File: src/logic/osp_pkg.sv
// Package for the one-shot pulse pair: register map, fields, reset values.
// Assumes a 16-bit plain register port and a single 250 MHz clock.
`default_nettype none
package osp_pkg;
  localparam int          CLK_PERIOD_NS = 4;
  localparam int          AW            = 6;
  localparam int          DW            = 16;
  localparam int          PSC_W         = 4;
  localparam int          CH_W          = 3;
  // Register byte offsets
  localparam logic [5:0]  OFS_CTRL      = 6'h00;
  localparam logic [5:0]  OFS_TRIG      = 6'h04;
  localparam logic [5:0]  OFS_STAT      = 6'h08;
  localparam logic [5:0]  OFS_MODE      = 6'h0c;
  localparam logic [5:0]  OFS_MDATA     = 6'h10;
  localparam logic [5:0]  OFS_SDATA     = 6'h14;
  localparam logic [5:0]  OFS_MCNT      = 6'h18;
  localparam logic [5:0]  OFS_SCNT      = 6'h1c;
  localparam logic [5:0]  OFS_PSC       = 6'h20;
  // CTRL
  localparam int          B_PWR         = 0;
  // TRIG (write only, self clearing)
  localparam int          B_MSTART      = 0;
  localparam int          B_SSTART      = 1;
  localparam int          B_MSTOP       = 2;
  localparam int          B_SSTOP       = 3;
  // STAT
  localparam int          B_MRUN        = 0;
  localparam int          B_SRUN        = 1;
  localparam int          B_MWAIT       = 2;
  localparam int          B_PULSE       = 3;
  localparam int          B_PAIROK      = 4;
  // MODE
  localparam int          B_ESEL_LO     = 0;
  localparam int          B_ESEL_HI     = 1;
  localparam int          B_MSEL        = 2;
  localparam int          B_OMODE       = 3;
  localparam int          B_OLVL        = 4;
  localparam int          B_OEN         = 5;
  localparam int          B_OVAL        = 6;
  localparam int          F_MCH_LO      = 8;
  localparam int          F_SCH_LO      = 12;
  localparam logic [15:0] MODE_RST      = 16'h0000;
  localparam logic [15:0] DATA_RST      = 16'hffff;
  localparam logic [15:0] CNT_RST       = 16'hffff;
  localparam logic [15:0] CNT_ONE       = 16'h0001;
  localparam logic [15:0] CNT_ZERO      = 16'h0000;
  localparam logic [2:0]  CH_MAX        = 3'h7;
  localparam logic [1:0]  ESEL_FALL     = 2'h0;
  localparam logic [1:0]  ESEL_RISE     = 2'h1;

  typedef enum logic [3:0] {
    M_IDLE = 4'b0001,
    M_WAIT = 4'b0010,
    M_LOAD = 4'b0100,
    M_CNT  = 4'b1000
  } osp_mst_t;

  typedef enum logic [3:0] {
    S_IDLE = 4'b0001,
    S_WAIT = 4'b0010,
    S_LOAD = 4'b0100,
    S_CNT  = 4'b1000
  } osp_slv_t;
endpackage
`default_nettype wire

File: src/logic/osp_sync.sv
// Three-stage input synchroniser with edge pulses for the trigger pin.
// Assumes the pin is asynchronous to mclk; a change counts once the
// second and third stages agree.
`default_nettype none
module osp_sync (
  input  wire logic mclk,
  input  wire logic rst,
  input  wire logic pin,
  output logic      rise,
  output logic      fall
);
  logic s1_r;
  logic s2_r;
  logic s3_r;
  logic lvl_r;

  always_ff @(posedge mclk) begin
    if (rst) begin
      s1_r <= 1'b0;
      s2_r <= 1'b0;
      s3_r <= 1'b0;
    end else begin
      s1_r <= pin;
      s2_r <= s1_r;
      s3_r <= s2_r;
    end
  end

  // Accepted level moves only when stages two and three agree
  always_ff @(posedge mclk) begin
    if (rst) begin
      lvl_r <= 1'b0;
      rise  <= 1'b0;
      fall  <= 1'b0;
    end else begin
      rise <= 1'b0;
      fall <= 1'b0;
      if (s2_r == s3_r && s3_r != lvl_r) begin
        lvl_r <= s3_r;
        rise  <= s3_r;
        fall  <= ~s3_r;
      end
    end
  end
endmodule
`default_nettype wire

File: src/logic/osp_top.sv
// One-shot pulse pair: master delay channel and slave width channel.
// Assumes a plain register port on mclk; trigger pin is asynchronous.
//
// How it works
// [RQ1] Delay from trigger to pulse is (master data + 2) count clocks.
// [RQ2] Pulse width equals slave data times the count clock period.
// [RQ3] Master is one-count; a start trigger loads master data into its count.
// [RQ4] Master counts down per tick; at zero it fires and waits for a trigger.
// [RQ5] Slave is one-count, started by master completion, loads slave data.
// [RQ6] Slave counts down per tick; at zero it fires and waits for master.
// [RQ7] Pulse goes active one tick after master fires, inactive at slave zero.
// [RQ8] Writing the master start bit while running is also a trigger.
// [RQ9] Software rewrites each data register only after that channel fires.
// [RQ10] Master channel is 0, 2, 4 or 6; slave above it and at most 7.
// [RQ11] Both start bits together self clear, set run, master awaits trigger.
// [RQ12] Software never uses the slave start bit as a trigger while running.
// [RQ13] While running only the master edge select bits may change.
// [RQ14] Both stop bits clear run status, freeze counts, hold the output.
// [RQ15] Software sets output mode, level and value, then output enable.
// [RQ16] With output enable clear, the pin follows the written output value.
// [RQ17] Power enable clear resets everything, value bit 0, pin to port.
// [RQ18] Power enable clear stops the count clock and blocks register writes.
// [RQ19] Both count registers read back at any time.
// [RQ20] Software sets master select for master channels 2, 4 or 6.
// [RQ21] Software programs the prescaler before configuring the channels.
// [RQ22] Counts and data are 16 bits; zero compare uses all 16 bits.
`default_nettype none
module osp_top
  import osp_pkg::*;
(
  input  wire logic          mclk,
  input  wire logic          rst,
  input  wire logic [AW-1:0] addr,
  input  wire logic [DW-1:0] wdata,
  input  wire logic          wr,
  input  wire logic          rd,
  output logic      [DW-1:0] rdata,
  input  wire logic          trig_pin,
  output logic               slave_pulse_output,
  output logic               pulse_pin_timer_sel,
  output logic               master_done_irq,
  output logic               slave_done_irq
);

  // Decrement used by both channels
  function automatic logic [DW-1:0] dec16(input logic [DW-1:0] v);
    dec16 = v - CNT_ONE;
  endfunction

  ////////////////////////////////////////////////////////////////////////////
  // Registers and decode

  logic            unit_power_enable_r;
  logic [DW-1:0]   mode_r;
  logic [DW-1:0]   master_data_reg_r;
  logic [DW-1:0]   slave_data_reg_r;
  logic [DW-1:0]   master_count_reg_r;
  logic [DW-1:0]   slave_count_reg_r;
  logic [PSC_W-1:0] prescaler_select_reg_r;
  logic [DW-1:0]   psc_cnt_r;
  logic            master_run_status_r;
  logic            slave_run_status_r;
  logic            pulse_act_r;
  logic            out_val_r;
  osp_mst_t        mst_r;
  osp_slv_t        slv_r;

  logic            wr_ok;
  logic            trig_wr;
  logic            master_start_bit;
  logic            slave_start_bit;
  logic            master_stop_bit;
  logic            slave_stop_bit;
  logic            start_pair;
  logic            stop_pair;
  logic [CH_W-1:0] mch;
  logic [CH_W-1:0] sch;
  logic            pair_ok;
  logic            tick;
  logic [DW-1:0]   psc_mask;
  logic            pin_rise;
  logic            pin_fall;
  logic            pin_edge;
  logic            trig;
  logic            m_fire;
  logic            s_fire;
  logic            s_load;
  logic            timer_out;

  // Writes are ignored while the unit is powered off, except power itself
  assign wr_ok   = wr & unit_power_enable_r;                      // RQ18
  assign trig_wr = wr_ok & (addr == OFS_TRIG);

  // Trigger bits exist only for the write cycle, so they read back as 0
  assign master_start_bit = trig_wr & wdata[B_MSTART];            // RQ11
  assign slave_start_bit  = trig_wr & wdata[B_SSTART];
  assign master_stop_bit  = trig_wr & wdata[B_MSTOP];
  assign slave_stop_bit   = trig_wr & wdata[B_SSTOP];
  assign start_pair = master_start_bit & slave_start_bit;         // RQ11
  assign stop_pair  = master_stop_bit | slave_stop_bit;           // RQ14

  // Pair legality: even master, slave above it, master select beyond ch 0
  assign mch = mode_r[F_MCH_LO +: CH_W];
  assign sch = mode_r[F_SCH_LO +: CH_W];
  assign pair_ok = ~mch[0] & (sch > mch) & (sch <= CH_MAX)
                 & ((mch == '0) | mode_r[B_MSEL]);                // RQ10

  always_ff @(posedge mclk) begin
    if (rst) begin
      unit_power_enable_r <= 1'b0;
    end else if (wr && addr == OFS_CTRL) begin
      unit_power_enable_r <= wdata[B_PWR];                        // RQ18
    end
  end

  // Configuration registers; all held at reset values while power is off
  always_ff @(posedge mclk) begin
    if (rst || !unit_power_enable_r) begin
      mode_r                 <= MODE_RST;                         // RQ17
      master_data_reg_r      <= DATA_RST;
      slave_data_reg_r       <= DATA_RST;
      prescaler_select_reg_r <= '0;
    end else if (wr_ok) begin
      case (addr)
        OFS_MODE:  mode_r                 <= wdata;
        OFS_MDATA: master_data_reg_r      <= wdata;               // RQ22
        OFS_SDATA: slave_data_reg_r       <= wdata;               // RQ22
        OFS_PSC:   prescaler_select_reg_r <= wdata[PSC_W-1:0];
        default:   ;
      endcase
    end
  end

  ////////////////////////////////////////////////////////////////////////////
  // Count clock prescaler

  assign psc_mask = DW'((17'h1 << prescaler_select_reg_r) - 17'h1);
  // Count clock stops with power off
  assign tick = unit_power_enable_r
              & ((psc_cnt_r & psc_mask) == psc_mask);             // RQ18

  always_ff @(posedge mclk) begin
    if (rst || !unit_power_enable_r) begin
      psc_cnt_r <= '0;
    end else begin
      psc_cnt_r <= psc_cnt_r + CNT_ONE;
    end
  end

  ////////////////////////////////////////////////////////////////////////////
  // Trigger detection

  osp_sync u_sync (
    .mclk (mclk),
    .rst  (rst),
    .pin  (trig_pin),
    .rise (pin_rise),
    .fall (pin_fall)
  );

  // Edge select: 00 falling, 01 rising, otherwise both edges
  always_comb begin
    case (mode_r[B_ESEL_HI:B_ESEL_LO])
      ESEL_FALL: pin_edge = pin_fall;
      ESEL_RISE: pin_edge = pin_rise;
      default:   pin_edge = pin_rise | pin_fall;
    endcase
  end

  // Slave start bit alone is no trigger
  assign trig = pair_ok & master_run_status_r
              & (pin_edge | (master_start_bit & ~start_pair));    // RQ8

  ////////////////////////////////////////////////////////////////////////////
  // Run status

  always_ff @(posedge mclk) begin
    if (rst || !unit_power_enable_r) begin
      master_run_status_r <= 1'b0;
      slave_run_status_r  <= 1'b0;
    end else if (stop_pair) begin
      master_run_status_r <= 1'b0;                                // RQ14
      slave_run_status_r  <= 1'b0;                                // RQ14
    end else if (start_pair && pair_ok) begin
      master_run_status_r <= 1'b1;                                // RQ11
      slave_run_status_r  <= 1'b1;                                // RQ11
    end
  end

  ////////////////////////////////////////////////////////////////////////////
  // Master delay channel

  // Zero reached on the load tick for data 0, else when count leaves 1
  assign m_fire = tick & (((mst_r == M_LOAD)
                           && (master_data_reg_r == CNT_ZERO))
                          || ((mst_r == M_CNT)
                              && (master_count_reg_r == CNT_ONE))); // RQ4

  always_ff @(posedge mclk) begin
    if (rst || !unit_power_enable_r) begin
      mst_r              <= M_IDLE;
      master_count_reg_r <= CNT_RST;
    end else if (stop_pair) begin
      mst_r <= M_IDLE;                                            // RQ14
    end else if (start_pair && pair_ok) begin
      mst_r <= M_WAIT;                                            // RQ11
    end else begin
      case (mst_r)
        M_IDLE: mst_r <= M_IDLE;
        M_WAIT: begin
          if (trig) begin
            mst_r <= M_LOAD;                                      // RQ3
          end
        end
        M_LOAD: begin
          if (tick) begin
            master_count_reg_r <= master_data_reg_r;              // RQ3
            mst_r <= m_fire ? M_WAIT : M_CNT;
          end
        end
        M_CNT: begin
          if (tick) begin
            master_count_reg_r <= dec16(master_count_reg_r);      // RQ4
            if (m_fire) begin
              mst_r <= M_WAIT;                                    // RQ4
            end
          end
        end
        default: mst_r <= M_IDLE;
      endcase
    end
  end

  ////////////////////////////////////////////////////////////////////////////
  // Slave width channel

  assign s_load = tick & (slv_r == S_LOAD);
  assign s_fire = tick & (((slv_r == S_LOAD)
                           && (slave_data_reg_r == CNT_ZERO))
                          || ((slv_r == S_CNT)
                              && (slave_count_reg_r == CNT_ONE))); // RQ6

  always_ff @(posedge mclk) begin
    if (rst || !unit_power_enable_r) begin
      slv_r             <= S_IDLE;
      slave_count_reg_r <= CNT_RST;
    end else if (stop_pair) begin
      slv_r <= S_IDLE;                                            // RQ14
    end else if (start_pair && pair_ok) begin
      slv_r <= S_WAIT;
    end else begin
      case (slv_r)
        S_IDLE: slv_r <= S_IDLE;
        S_WAIT: begin
          if (m_fire) begin
            slv_r <= S_LOAD;                                      // RQ5
          end
        end
        S_LOAD: begin
          if (tick) begin
            slave_count_reg_r <= slave_data_reg_r;                // RQ5
            slv_r <= s_fire ? S_WAIT : S_CNT;
          end
        end
        S_CNT: begin
          if (tick) begin
            slave_count_reg_r <= dec16(slave_count_reg_r);        // RQ6
            if (s_fire) begin
              slv_r <= S_WAIT;                                    // RQ6
            end
          end
        end
        default: slv_r <= S_IDLE;
      endcase
    end
  end

  // Pulse spans slave load tick to slave zero tick: data count clocks
  always_ff @(posedge mclk) begin
    if (rst || !unit_power_enable_r) begin
      pulse_act_r <= 1'b0;
    end else if (s_fire) begin
      pulse_act_r <= 1'b0;                                        // RQ7
    end else if (s_load) begin
      pulse_act_r <= 1'b1;                                        // RQ1 RQ2 RQ7
    end
  end

  ////////////////////////////////////////////////////////////////////////////
  // Output value bit and pin

  // Level bit set means active low
  // Drop on the zero tick itself, so the pin is high for exactly data ticks
  assign timer_out = ((pulse_act_r | s_load) & ~s_fire) ^ mode_r[B_OLVL];

  // Timer owns the value while enabled in slave output mode; a stop freezes it
  always_ff @(posedge mclk) begin
    if (rst || !unit_power_enable_r) begin
      out_val_r <= 1'b0;                                          // RQ17
    end else if (wr_ok && addr == OFS_MODE && !wdata[B_OEN]) begin
      out_val_r <= wdata[B_OVAL];                                 // RQ16
    end else if (mode_r[B_OEN] && mode_r[B_OMODE]
                 && slave_run_status_r && !stop_pair) begin
      out_val_r <= timer_out;                                     // RQ7
    end
  end

  assign slave_pulse_output = out_val_r;

  // Pin returns to port function with power off
  always_ff @(posedge mclk) begin
    if (rst) begin
      pulse_pin_timer_sel <= 1'b0;
    end else begin
      pulse_pin_timer_sel <= unit_power_enable_r;                 // RQ17
    end
  end

  always_ff @(posedge mclk) begin
    if (rst) begin
      master_done_irq <= 1'b0;
      slave_done_irq  <= 1'b0;
    end else begin
      master_done_irq <= m_fire & ~stop_pair;                     // RQ4
      slave_done_irq  <= s_fire & ~stop_pair;                     // RQ6
    end
  end

  ////////////////////////////////////////////////////////////////////////////
  // Read port

  always_ff @(posedge mclk) begin
    if (rst) begin
      rdata <= '0;
    end else if (rd) begin
      case (addr)
        OFS_CTRL:  rdata <= DW'(unit_power_enable_r);
        OFS_STAT:  rdata <= DW'({pair_ok, out_val_r, (mst_r == M_WAIT),
                                 slave_run_status_r, master_run_status_r});
        OFS_MODE:  rdata <= {mode_r[DW-1:B_OVAL+1], out_val_r,
                             mode_r[B_OVAL-1:0]};
        OFS_MDATA: rdata <= master_data_reg_r;
        OFS_SDATA: rdata <= slave_data_reg_r;
        OFS_MCNT:  rdata <= master_count_reg_r;                   // RQ19
        OFS_SCNT:  rdata <= slave_count_reg_r;                    // RQ19
        OFS_PSC:   rdata <= DW'(prescaler_select_reg_r);
        default:   rdata <= '0;
      endcase
    end else begin
      rdata <= '0;
    end
  end
endmodule
`default_nettype wire

File: config.mk
export PLATFORM = sky130hd
export DESIGN_NAME = osp_top
export DESIGN_NICKNAME = d
export VERILOG_FILES = /design/src/logic/osp_pkg.sv /design/src/logic/osp_sync.sv /design/src/logic/osp_top.sv
export SDC_FILE = /design/constraint.sdc
export NUM_CORES = 1
export LEC_CHECK = 0
export ABC_AREA = 1
export BUFFER_PORTS_ARGS = -buffer_cell sky130_fd_sc_hd__buf_4
export CORE_MARGIN = 5
export CORE_UTILIZATION = 45
export DETAILED_ROUTE_END_ITERATION = 12
export PLACE_DENSITY = 0.6
export REMOVE_ABC_BUFFERS = 1
export SYNTH_ARGS = -nofsm -noshare
export SYNTH_HDL_FRONTEND = slang
export SYNTH_HIERARCHICAL = 1
export SYNTH_SLANG_ARGS = --single-unit
File: constraint.sdc
create_clock -name mclk -period 7.27 [get_ports mclk]
set_clock_uncertainty 0.1 [all_clocks]
set_input_delay 0.3635 -clock mclk [delete_from_list [all_inputs] [get_ports mclk]]
set_output_delay 0.3635 -clock mclk [all_outputs]
set_load 0.02 [all_outputs]
### Yosys cells after proc, flatten, opt, wreduce, memory -nomap -nowiden

Index checks and enable logic that the tools add are counted.

* eq/ne operators: 36
* magnitude comparators: 2
* add/subtract/negate cells: 4
* bitwise operators: 35
* shifts and indexed selects: 1
* multiplexer cells: 24
* reduce and logical (&&, ||, !) cells: 41

Operator list (count)
* $pmux 16 s8: 1
* $mux 16: 4
* $pmux 16 s2: 2
* $sub 16x1->16 const B: 3
* $mux 4: 10
* $eq 16x1->1 const B: 2
* $logic_not 16->1: 2
* $eq 6x5->1 const B: 4
* $pmux 4 s3: 2
* $and 1x1->1: 20
* $ne 3x2->1 const B: 6
* $add 16x1->16 const B: 1
* $and 16x16->16: 1
* $eq 16x16->1: 1
* $ne 2x2->1 const B: 8
* $reduce_and 4->1: 4
* $shl 1x4->16 const A: 1
* $eq 6x4->1 const B: 2
* $logic_and 1x1->1: 12
* $reduce_and 5->1: 2
* $eq 4x2->1 const B: 2
* $eq 4x3->1 const B: 2
* $eq 4x4->1 const B: 2
* $not 1->1: 8
* 22 further kinds: 41

* word-level logic and storage cells: 168
* flip-flop bits (word level): 137
* bits of input ports: 27

### Logic depth before layout (Yosys ltp)

Gate-level depths: netlist (run 1).

* depth in word-level cells: 11
* gate-level depth with buffers: 17
* mapped depth without buffers: 15

### Hierarchy

Netlist (run 1), hierarchy kept.

Modules (own cells, without submodules)
* osp_top: cells an instance 977, times used 1, area an instance 6980.4 um2
* osp_sync: cells an instance 22, times used 1, area an instance 192.7 um2

### Least setup slack after synthesis (run 1)

Ideal clock, no wire load.

* path type: register to register
* from: register prescaler_select_reg_r[2]
* to: register slave_count_reg_r[2]
* slack: 4979 ps
* stages on the path, launching flop included: 17
* arrival time: 2049 ps
* required time: 7028 ps
* path through: dfxtp_1 > buf_6 > nor2_8 > nand3_1 > ha_1 > nor2_1 > nor2_1 > nand2_1 > nor2_1 > nand3_1 > nor2_4 > nand3_4 > clkinv_4 > nand4_4 > inv_6 > buf_12 > o211ai_2

* word-level cells in the longest chain between the ends: 7

Ends and longest elaborated chain
* start: declaration: RTL line osp_top.sv:59 `logic [PSC_W-1:0] prescaler_select_reg_r;`
* start signal: assignment: RTL line osp_top.sv:128 `OFS_PSC: prescaler_select_reg_r <= wdata[PSC_W-1:0];`
* $shl 1x4->16 (*): RTL line osp_top.sv:137 `assign psc_mask = DW'((17'h1 << prescaler_select_reg_r) - 17'h1);`
* $sub 16x1->16 (*): RTL line osp_top.sv:137
* $and 16x16->16: RTL line osp_top.sv:140 `& ((psc_cnt_r & psc_mask) == psc_mask);`
* $eq 16x16->1 (*): RTL line osp_top.sv:140
* $and 1x1->1 (*): RTL line osp_top.sv:140
* $ne 2x2->1 (no source line)
* $reduce_and 5->1 (no source line) (*)
* end signal: assignment: RTL line osp_top.sv:261 `slave_count_reg_r <= slave_data_reg_r;`
* end signal: assignment: RTL line osp_top.sv:267 `slave_count_reg_r <= dec16(slave_count_reg_r);`
* end: declaration: RTL line osp_top.sv:58 `logic [DW-1:0] slave_count_reg_r;`

Mark *: on every way between the ends. The rest lies on a longest branch, timed or not.
A chain may end at the register's enable or synchronous reset.

### Final worst setup path (run 1)

* from: register prescaler_select_reg_r[2]
* to: register master_count_reg_r[11]

* word-level cells in the longest chain between the ends: 7

Ends and longest elaborated chain
* $shl 1x4->16 (*): RTL line osp_top.sv:137
* $sub 16x1->16 (*): RTL line osp_top.sv:137
* $and 16x16->16: RTL line osp_top.sv:140
* $eq 16x16->1 (*): RTL line osp_top.sv:140
* $and 1x1->1 (*): RTL line osp_top.sv:140
* $ne 2x2->1 (no source line)
* $reduce_and 5->1 (no source line) (*)
* end signal: assignment: RTL line osp_top.sv:217 `master_count_reg_r <= master_data_reg_r;`
* end signal: assignment: RTL line osp_top.sv:223 `master_count_reg_r <= dec16(master_count_reg_r);`
* end: declaration: RTL line osp_top.sv:57 `logic [DW-1:0] master_count_reg_r;`

Marked as above.

==> impl_metrics.ini, run 1 <==
[finish]
drive_above_1_share_pct = 13.9
nets = 1069
regArea_sq_um = 2700
fillers = 1597
fin_area_sq_um = 8270
multi_input_area_sq_um = 3720
area_growth_pct = 15.2
final_cells = 1262
diodes = 0

[floorplan]
placementRows = 46
die-area_sq_um = 18600
core-area_sq_um = 15800
io_pins = 47
start_util_pct = 45.5
die_h_um = 136
fp.dieW_um = 136

[grt]
grt_usage_pct = 23.1
grt_pass1_wl_mm = 33.0
grt_pass1_vias = 6173
antenna_found_initial = 0
globalRouteMet2Util_pct = 34.9
gr-total-overflow = 0
grt_start_max_net_pins = 64
grtUsageMet3_pct = 5.74
grtUsageMet1_pct = 32.8
busiest_layer = met2

[clocking]
path_clk_slew_ns = 0.06
htreeDepth = 4
cts-root-buf = clkbuf_16
clk_path_buf_depth = 2
cts_setup_buffers = 0
clkLatencyLatePin_ns = 0.44
cts_resized = 0
holdBufCountCts = 0
cts_tree = yes
cts_sinks = 135
cts_buffers = 17

[worst_setup_path]
timing.rr.end = master_count_reg_r[11]
rrSetupSlack_ns = 4.33
cp-end-kind = flip-flop
cp.arrival_ns = 3.20
cp_max_fo = 25
reg2reg_from = prescaler_select_reg_r[2]
critPathRequiredTime_ns = 7.53
start_kind = flip-flop
critical_path_class = reg2reg
ff2ff_path_depth = 13

[detailed_routing]
avgViaCountPerCell = 5.30
drt_wl_total_mm = 20.6
drtIter0Drc = 537
drc = 0
dr.pass1.iters = 5
ant_nets = 0
drt-wirelength-per-cell_um = 16.3
vias = 6685

[sta]
finalSetupViolCount = 0
tightest_slew_ns = 1.18
max_freq_mhz = 340
maxSlewHeadroom_pct = 21.2
slew_violations = 0
min_period_ns = 2.94
finalSetupTns_ns = 0
period_share_pct = 40.5
rsz0062_at_grt = no
final-hold-violation-count = 0

[yosys]
synth_top_family_by_area = simple AND/OR/NAND/NOR gates
ys_warn_count = 6
synthXorXnorAreaFrac_pct = 1.10
synth.avg_cell_area_sq_um = 7.18
synth_fa_ha_area_share_pct = 1.57
ys_seq_area_share_pct = 37.7
synth_mux_area_share_pct = 0
synth_area_sq_um = 7170
ys_seq_elements = 135
synthSimpleGateAreaFrac_pct = 27.1
synth_compound_area_share_pct = 21.9
synth_cell_types = 51
syn_inst = 999

[power]
leakage_uw = 0.00350
power_uw = 1710
p_per_area_nw_per_um2 = 207
irDropWorstVdd_uv = 159

[placement]
port_buffers = 46
gp_congestion = 0.919
place_area_sq_um = 7640
dp_cells = 1230
dp_hpwl_mm = 15.5

[hold_path]
hp-start = trig_pin
min_path_cells = 3
hold_end = u_sync/s1_r
min-delay-path-class = in2reg

[run]
cap_viol_max_count = 0

[status]
status = completed
## cell usage after synthesis (all sizes together)
| library cell | count | area, sq um |
|---|---|---|
| nor2 | 125 | 521 |
| o21a | 2 | 15.0 |
| o22ai | 17 | 106 |
| ha | 9 | 113 |
| a22oi | 8 | 60.1 |
| a211oi | 1 | 7.51 |
| o21bai | 1 | 7.51 |
| nand3 | 59 | 338 |
| clkbuf | 22 | 82.6 |
| nor2b | 1 | 13.8 |
| clkinv | 2 | 12.5 |
| nor3 | 19 | 105 |
| nand2 | 184 | 711 |
| nand3b | 1 | 7.51 |
| o211ai | 57 | 538 |
| o21ai | 72 | 360 |
| nand4 | 26 | 199 |
| xor2 | 7 | 61.3 |
| a221oi | 6 | 52.6 |
| a31oi | 9 | 56.3 |
| xnor2 | 2 | 17.5 |
| nor4 | 7 | 50.1 |
| a21oi | 64 | 320 |
| dfxtp | 135 | 2700 |
| o221ai | 1 | 8.76 |
| o2111ai | 1 | 8.76 |
| inv | 144 | 556 |
| a21boi | 1 | 7.51 |
| o31ai | 2 | 15.0 |
| buf | 13 | 111 |
| a2111oi | 1 | 8.76 |
## kinds of logic (layout without fill, tap and decap cells)
family / after synthesis / after routing
buf+inv: 181 / 228
xor+xnor: 9 / 9
compound gates: 243 / 243
simple gates: 422 / 422
flops: 135 / 135
fa+ha+maj: 9 / 9
## metal layers
metal,up-vias,share of wire (%),wire length [um]
met5,-,0,0
met4,0,1.8,361
met3,31,5.1,1050
met2,144,44,9120
met1,3062,49,10100
li1,3448,-,-
## worst max-delay path, stage by stage, from the launching register on
cell	delay [ns]
dfxtp_1	0.69
nor2_8	0.10
nand2_1	0.12
ha_1	0.31
nand3_1	0.12
nand3_1	0.11
nand3_2	0.09
nor2_4	0.17
nand3_4	0.13
clkinv_4	0.11
nand4_4	0.34
inv_2	0.28
o21ai_0	0.12
o211ai_1	0.08
## layout by cell type, fill, tap and decap left out, types with 5 or more instances in the layout
| cell | count |
|---|---|
| nor4_1 | 6 |
| nand4_1 | 23 |
| a21oi_1 | 64 |
| inv_1 | 135 |
| inv_6 | 5 |
| nor2_2 | 7 |
| a22oi_1 | 8 |
| nand3_2 | 6 |
| clkinv_4 | 5 |
| inv_2 | 6 |
| a31oi_1 | 9 |
| nand3_1 | 52 |
| nand2_2 | 5 |
| o21ai_0 | 65 |
| nor3_1 | 17 |
| buf_4 | 50 |
| dfxtp_1 | 135 |
| o22ai_1 | 17 |
| nor2_1 | 113 |
| nand2_1 | 178 |
| clkbuf_16 | 17 |
| xor2_1 | 7 |
| a221oi_1 | 6 |
| o211ai_2 | 22 |
| ha_1 | 9 |
| o211ai_1 | 35 |
| o21ai_1 | 7 |
## sequential cells by signal (all words and copies together) (netlist names), 4 cells and up
name,cells
psc_cnt_r,15
slave_data_reg_r,16
rdata,16
slave_count_reg_r,16
mode_r,15
master_data_reg_r,16
prescaler_select_reg_r,4
mst_r,4
slv_r,4
master_count_reg_r,16
## power breakdown
group	switching (uW)	total (uW)	internal (uW)
clock	352	928	577
combinational	22.9	37.4	14.5
sequential	0.410	742	741
## area by class of cell
cell class | count | area share, %
clock buffers | 18 | 5.19
flip-flops and latches | 135 | 32.7
inverters | 146 | 6.87
clock inverters | 14 | 2.42
well taps | 216 | 3.27
multi-input cells | 683 | 45.0
repair buffers | 50 | 4.54
## worst max-delay path by stage
stage | start | end | slack (ns) | depth (start not counted)
2_1_floorplan | unit_power_enable_r | mode_r[5] | 1.95 | 4
3_3_place_gp | prescaler_select_reg_r[2] | master_count_reg_r[11] | 4.43 | 13
3_5_place_dp | prescaler_select_reg_r[2] | master_count_reg_r[11] | 4.34 | 13
4_1_cts | prescaler_select_reg_r[2] | master_count_reg_r[11] | 4.32 | 15
5_1_grt | prescaler_select_reg_r[2] | master_count_reg_r[11] | 4.03 | 15
6_report | prescaler_select_reg_r[2] | master_count_reg_r[11] | 4.33 | 13
## per-stage QoR
stage	setup WS [ns]	utilization (%)	hold WS [ns]
floorplan	1.95	-	0.288
global placement	4.43	48.4	0.290
detailed placement	4.34	48.4	0.293
CTS	4.32	52.4	0.0121
global route	4.03	52.4	0.0207
finish	4.33	52.4	0.0287
(Power assumes the default switching activity.)
==> inputs of run 2 (changes only) <==
==> constraint.sdc (replaced) <==
create_clock -name mclk -period 2.85 [get_ports mclk]
set_clock_uncertainty 0.1 [all_clocks]
set_input_delay 0.1425 -clock mclk [delete_from_list [all_inputs] [get_ports mclk]]
set_output_delay 0.1425 -clock mclk [all_outputs]
set_load 0.02 [all_outputs]
==> impl_metrics.ini, run 2 (synthesized netlist as in run 1, its figures left out) <==
[status]
status = completed

[floorplan]
die_h_um = 136
core-area_sq_um = 15800
start_util_pct = 45.5
die-area_sq_um = 18600
placementRows = 46
fp.dieW_um = 136
io_pins = 47

[sta]
tightest_slew_ns = 0.768
period_share_pct = 90.5
timing.hold.ws_ns = 0.142
min_period_ns = 2.58
finalSetupViolCount = 0
slew_violations = 0
maxSlewHeadroom_pct = 48.3
worst_slack_ns = 0.271
rsz0062_at_grt = no
final-hold-violation-count = 0
max_freq_mhz = 388

[detailed_routing]
topRoutingLayerUsed = met4
dr.pass1.iters = 8
wl_met1_mm = 10.0
avgViaCountPerCell = 5.35
met3WireLength_mm = 1.27
dr_wl_met2_mm = 9.97
vias = 6961
drc = 0
drt_wl_total_mm = 21.5
ant_nets = 0
drt-wirelength-per-cell_um = 16.5
drtIter0Drc = 621

[worst_setup_path]
cp-end-kind = flip-flop
critical_path_class = reg2reg
start_kind = flip-flop
reg2reg_from = prescaler_select_reg_r[1]
critPathRequiredTime_ns = 3.04
cp.arrival_ns = 2.77
crit_start = prescaler_select_reg_r[1]
ff2ff_path_depth = 15
cp_max_fo = 12

[finish]
final_cells = 1301
fin_area_sq_um = 8570
nets = 1110
area_growth_pct = 19.5
layout_common_cells = nand2_1 (178), inv_1 (135), dfxtp_1 (135), nor2_1 (113), buf_4 (69)
regArea_sq_um = 2700
mostFrequentLayoutCell = nand2_1
multi_input_area_sq_um = 3730
fin_util_pct = 54.4
drive_above_1_share_pct = 15.1
fillers = 1573
diodes = 0

[power]
power_frac_seq_pct = 46.1
p_switching_uw = 899
p_sw_share_pct = 21.9
power_frac_comb_pct = 2.9
p_clk_share_pct = 51.0
leakage_uw = 0.00367
p_per_area_nw_per_um2 = 479
p_int_uw = 3210
irDropWorstVdd_uv = 416

[clocking]
path_clk_slew_ns = 0.06
cts_tree = yes
cts_buffers = 17
clk_path_buf_depth = 2
cts_sinks = 135
cts-root-buf = clkbuf_16
htreeDepth = 4
clkLatencyLatePin_ns = 0.42

[hold_path]
min_path_cells = 6
min-delay-path-class = in2reg
hp-start = addr[0]

[grt]
gr-total-overflow = 0
antenna_found_initial = 0
grt_pass1_vias = 6347
grt_pass1_wl_mm = 34.5
grt_start_max_net_pins = 77
grt_usage_pct = 23.8

[placement]
dp_cells = 1244
gp_congestion = 0.929
pre_cts_slack_ns = 0.130
place_area_sq_um = 7750
port_buffers = 46
dp_hpwl_mm = 15.8

[run]
cap_viol_max_count = 0
[run 2: through the flow]
stage          TNS (ns)  power (uW)
2_1_floorplan   -162.24        1960
3_3_place_gp          0        2030
3_5_place_dp          0        2030
4_1_cts               0        4130
5_1_grt               0        4230
6_report              0        4110
[run 2: layout make-up]
type / count / area share (%)
clock inverters: 12 / 1.31
repair buffers: 91 / 8.84
flip-flops and latches: 135 / 31.5
inverters: 146 / 6.71
clock buffers: 18 / 5.01
well taps: 216 / 3.15
multi-input cells: 683 / 43.5
[run 2: per-layer routing]
metal | track usage (%) | up-vias
met5 | 0 | -
met2 | 37.0 | 203
met4 | 5.49 | 0
met3 | 5.33 | 25
met1 | 33.8 | 3218
li1 | - | 3515
[run 2: timing repair]
action | CTS | global route
setup endpoints to repair | 0 | 22
hold endpoints to repair | 56 | 0
resized for setup | 0 | 3
setup buffers | 0 | 7
hold buffers | 20 | 0
[run 2: worst paths after layout]
check	slack, ns	endpoint
hold / removal	0.14	unit_power_enable_r
hold reg to reg	0.31	u_sync/s2_r
setup reg to reg	0.27	master_count_reg_r[3]
setup / recovery	0.27	master_count_reg_r[3]
[run 2: power by group through the flow]
stage / clock [uW] / combinational [uW] / sequential, uW
2_1_floorplan: 0 / 28.4 / 1940
3_3_place_gp: 0 / 96.2 / 1930
3_5_place_dp: 0 / 95.3 / 1930
4_1_cts: 2120 / 117 / 1890
5_1_grt: 2210 / 127 / 1890
6_report: 2090 / 120 / 1890
[run 2: worst max-delay path, stage by stage, from the launching register on]
cell	delay, ns
dfxtp_1	0.42
nor2_4	0.16
nand2_1	0.08
ha_1	0.28
nor2_1	0.04
nor2_1	0.09
nand2_1	0.06
nor2_1	0.10
nand3_1	0.12
nor2_4	0.19
nand3_4	0.11
clkinv_4	0.09
nand4_4	0.19
buf_4	0.26
nand2_1	0.07
o211ai_2	0.07
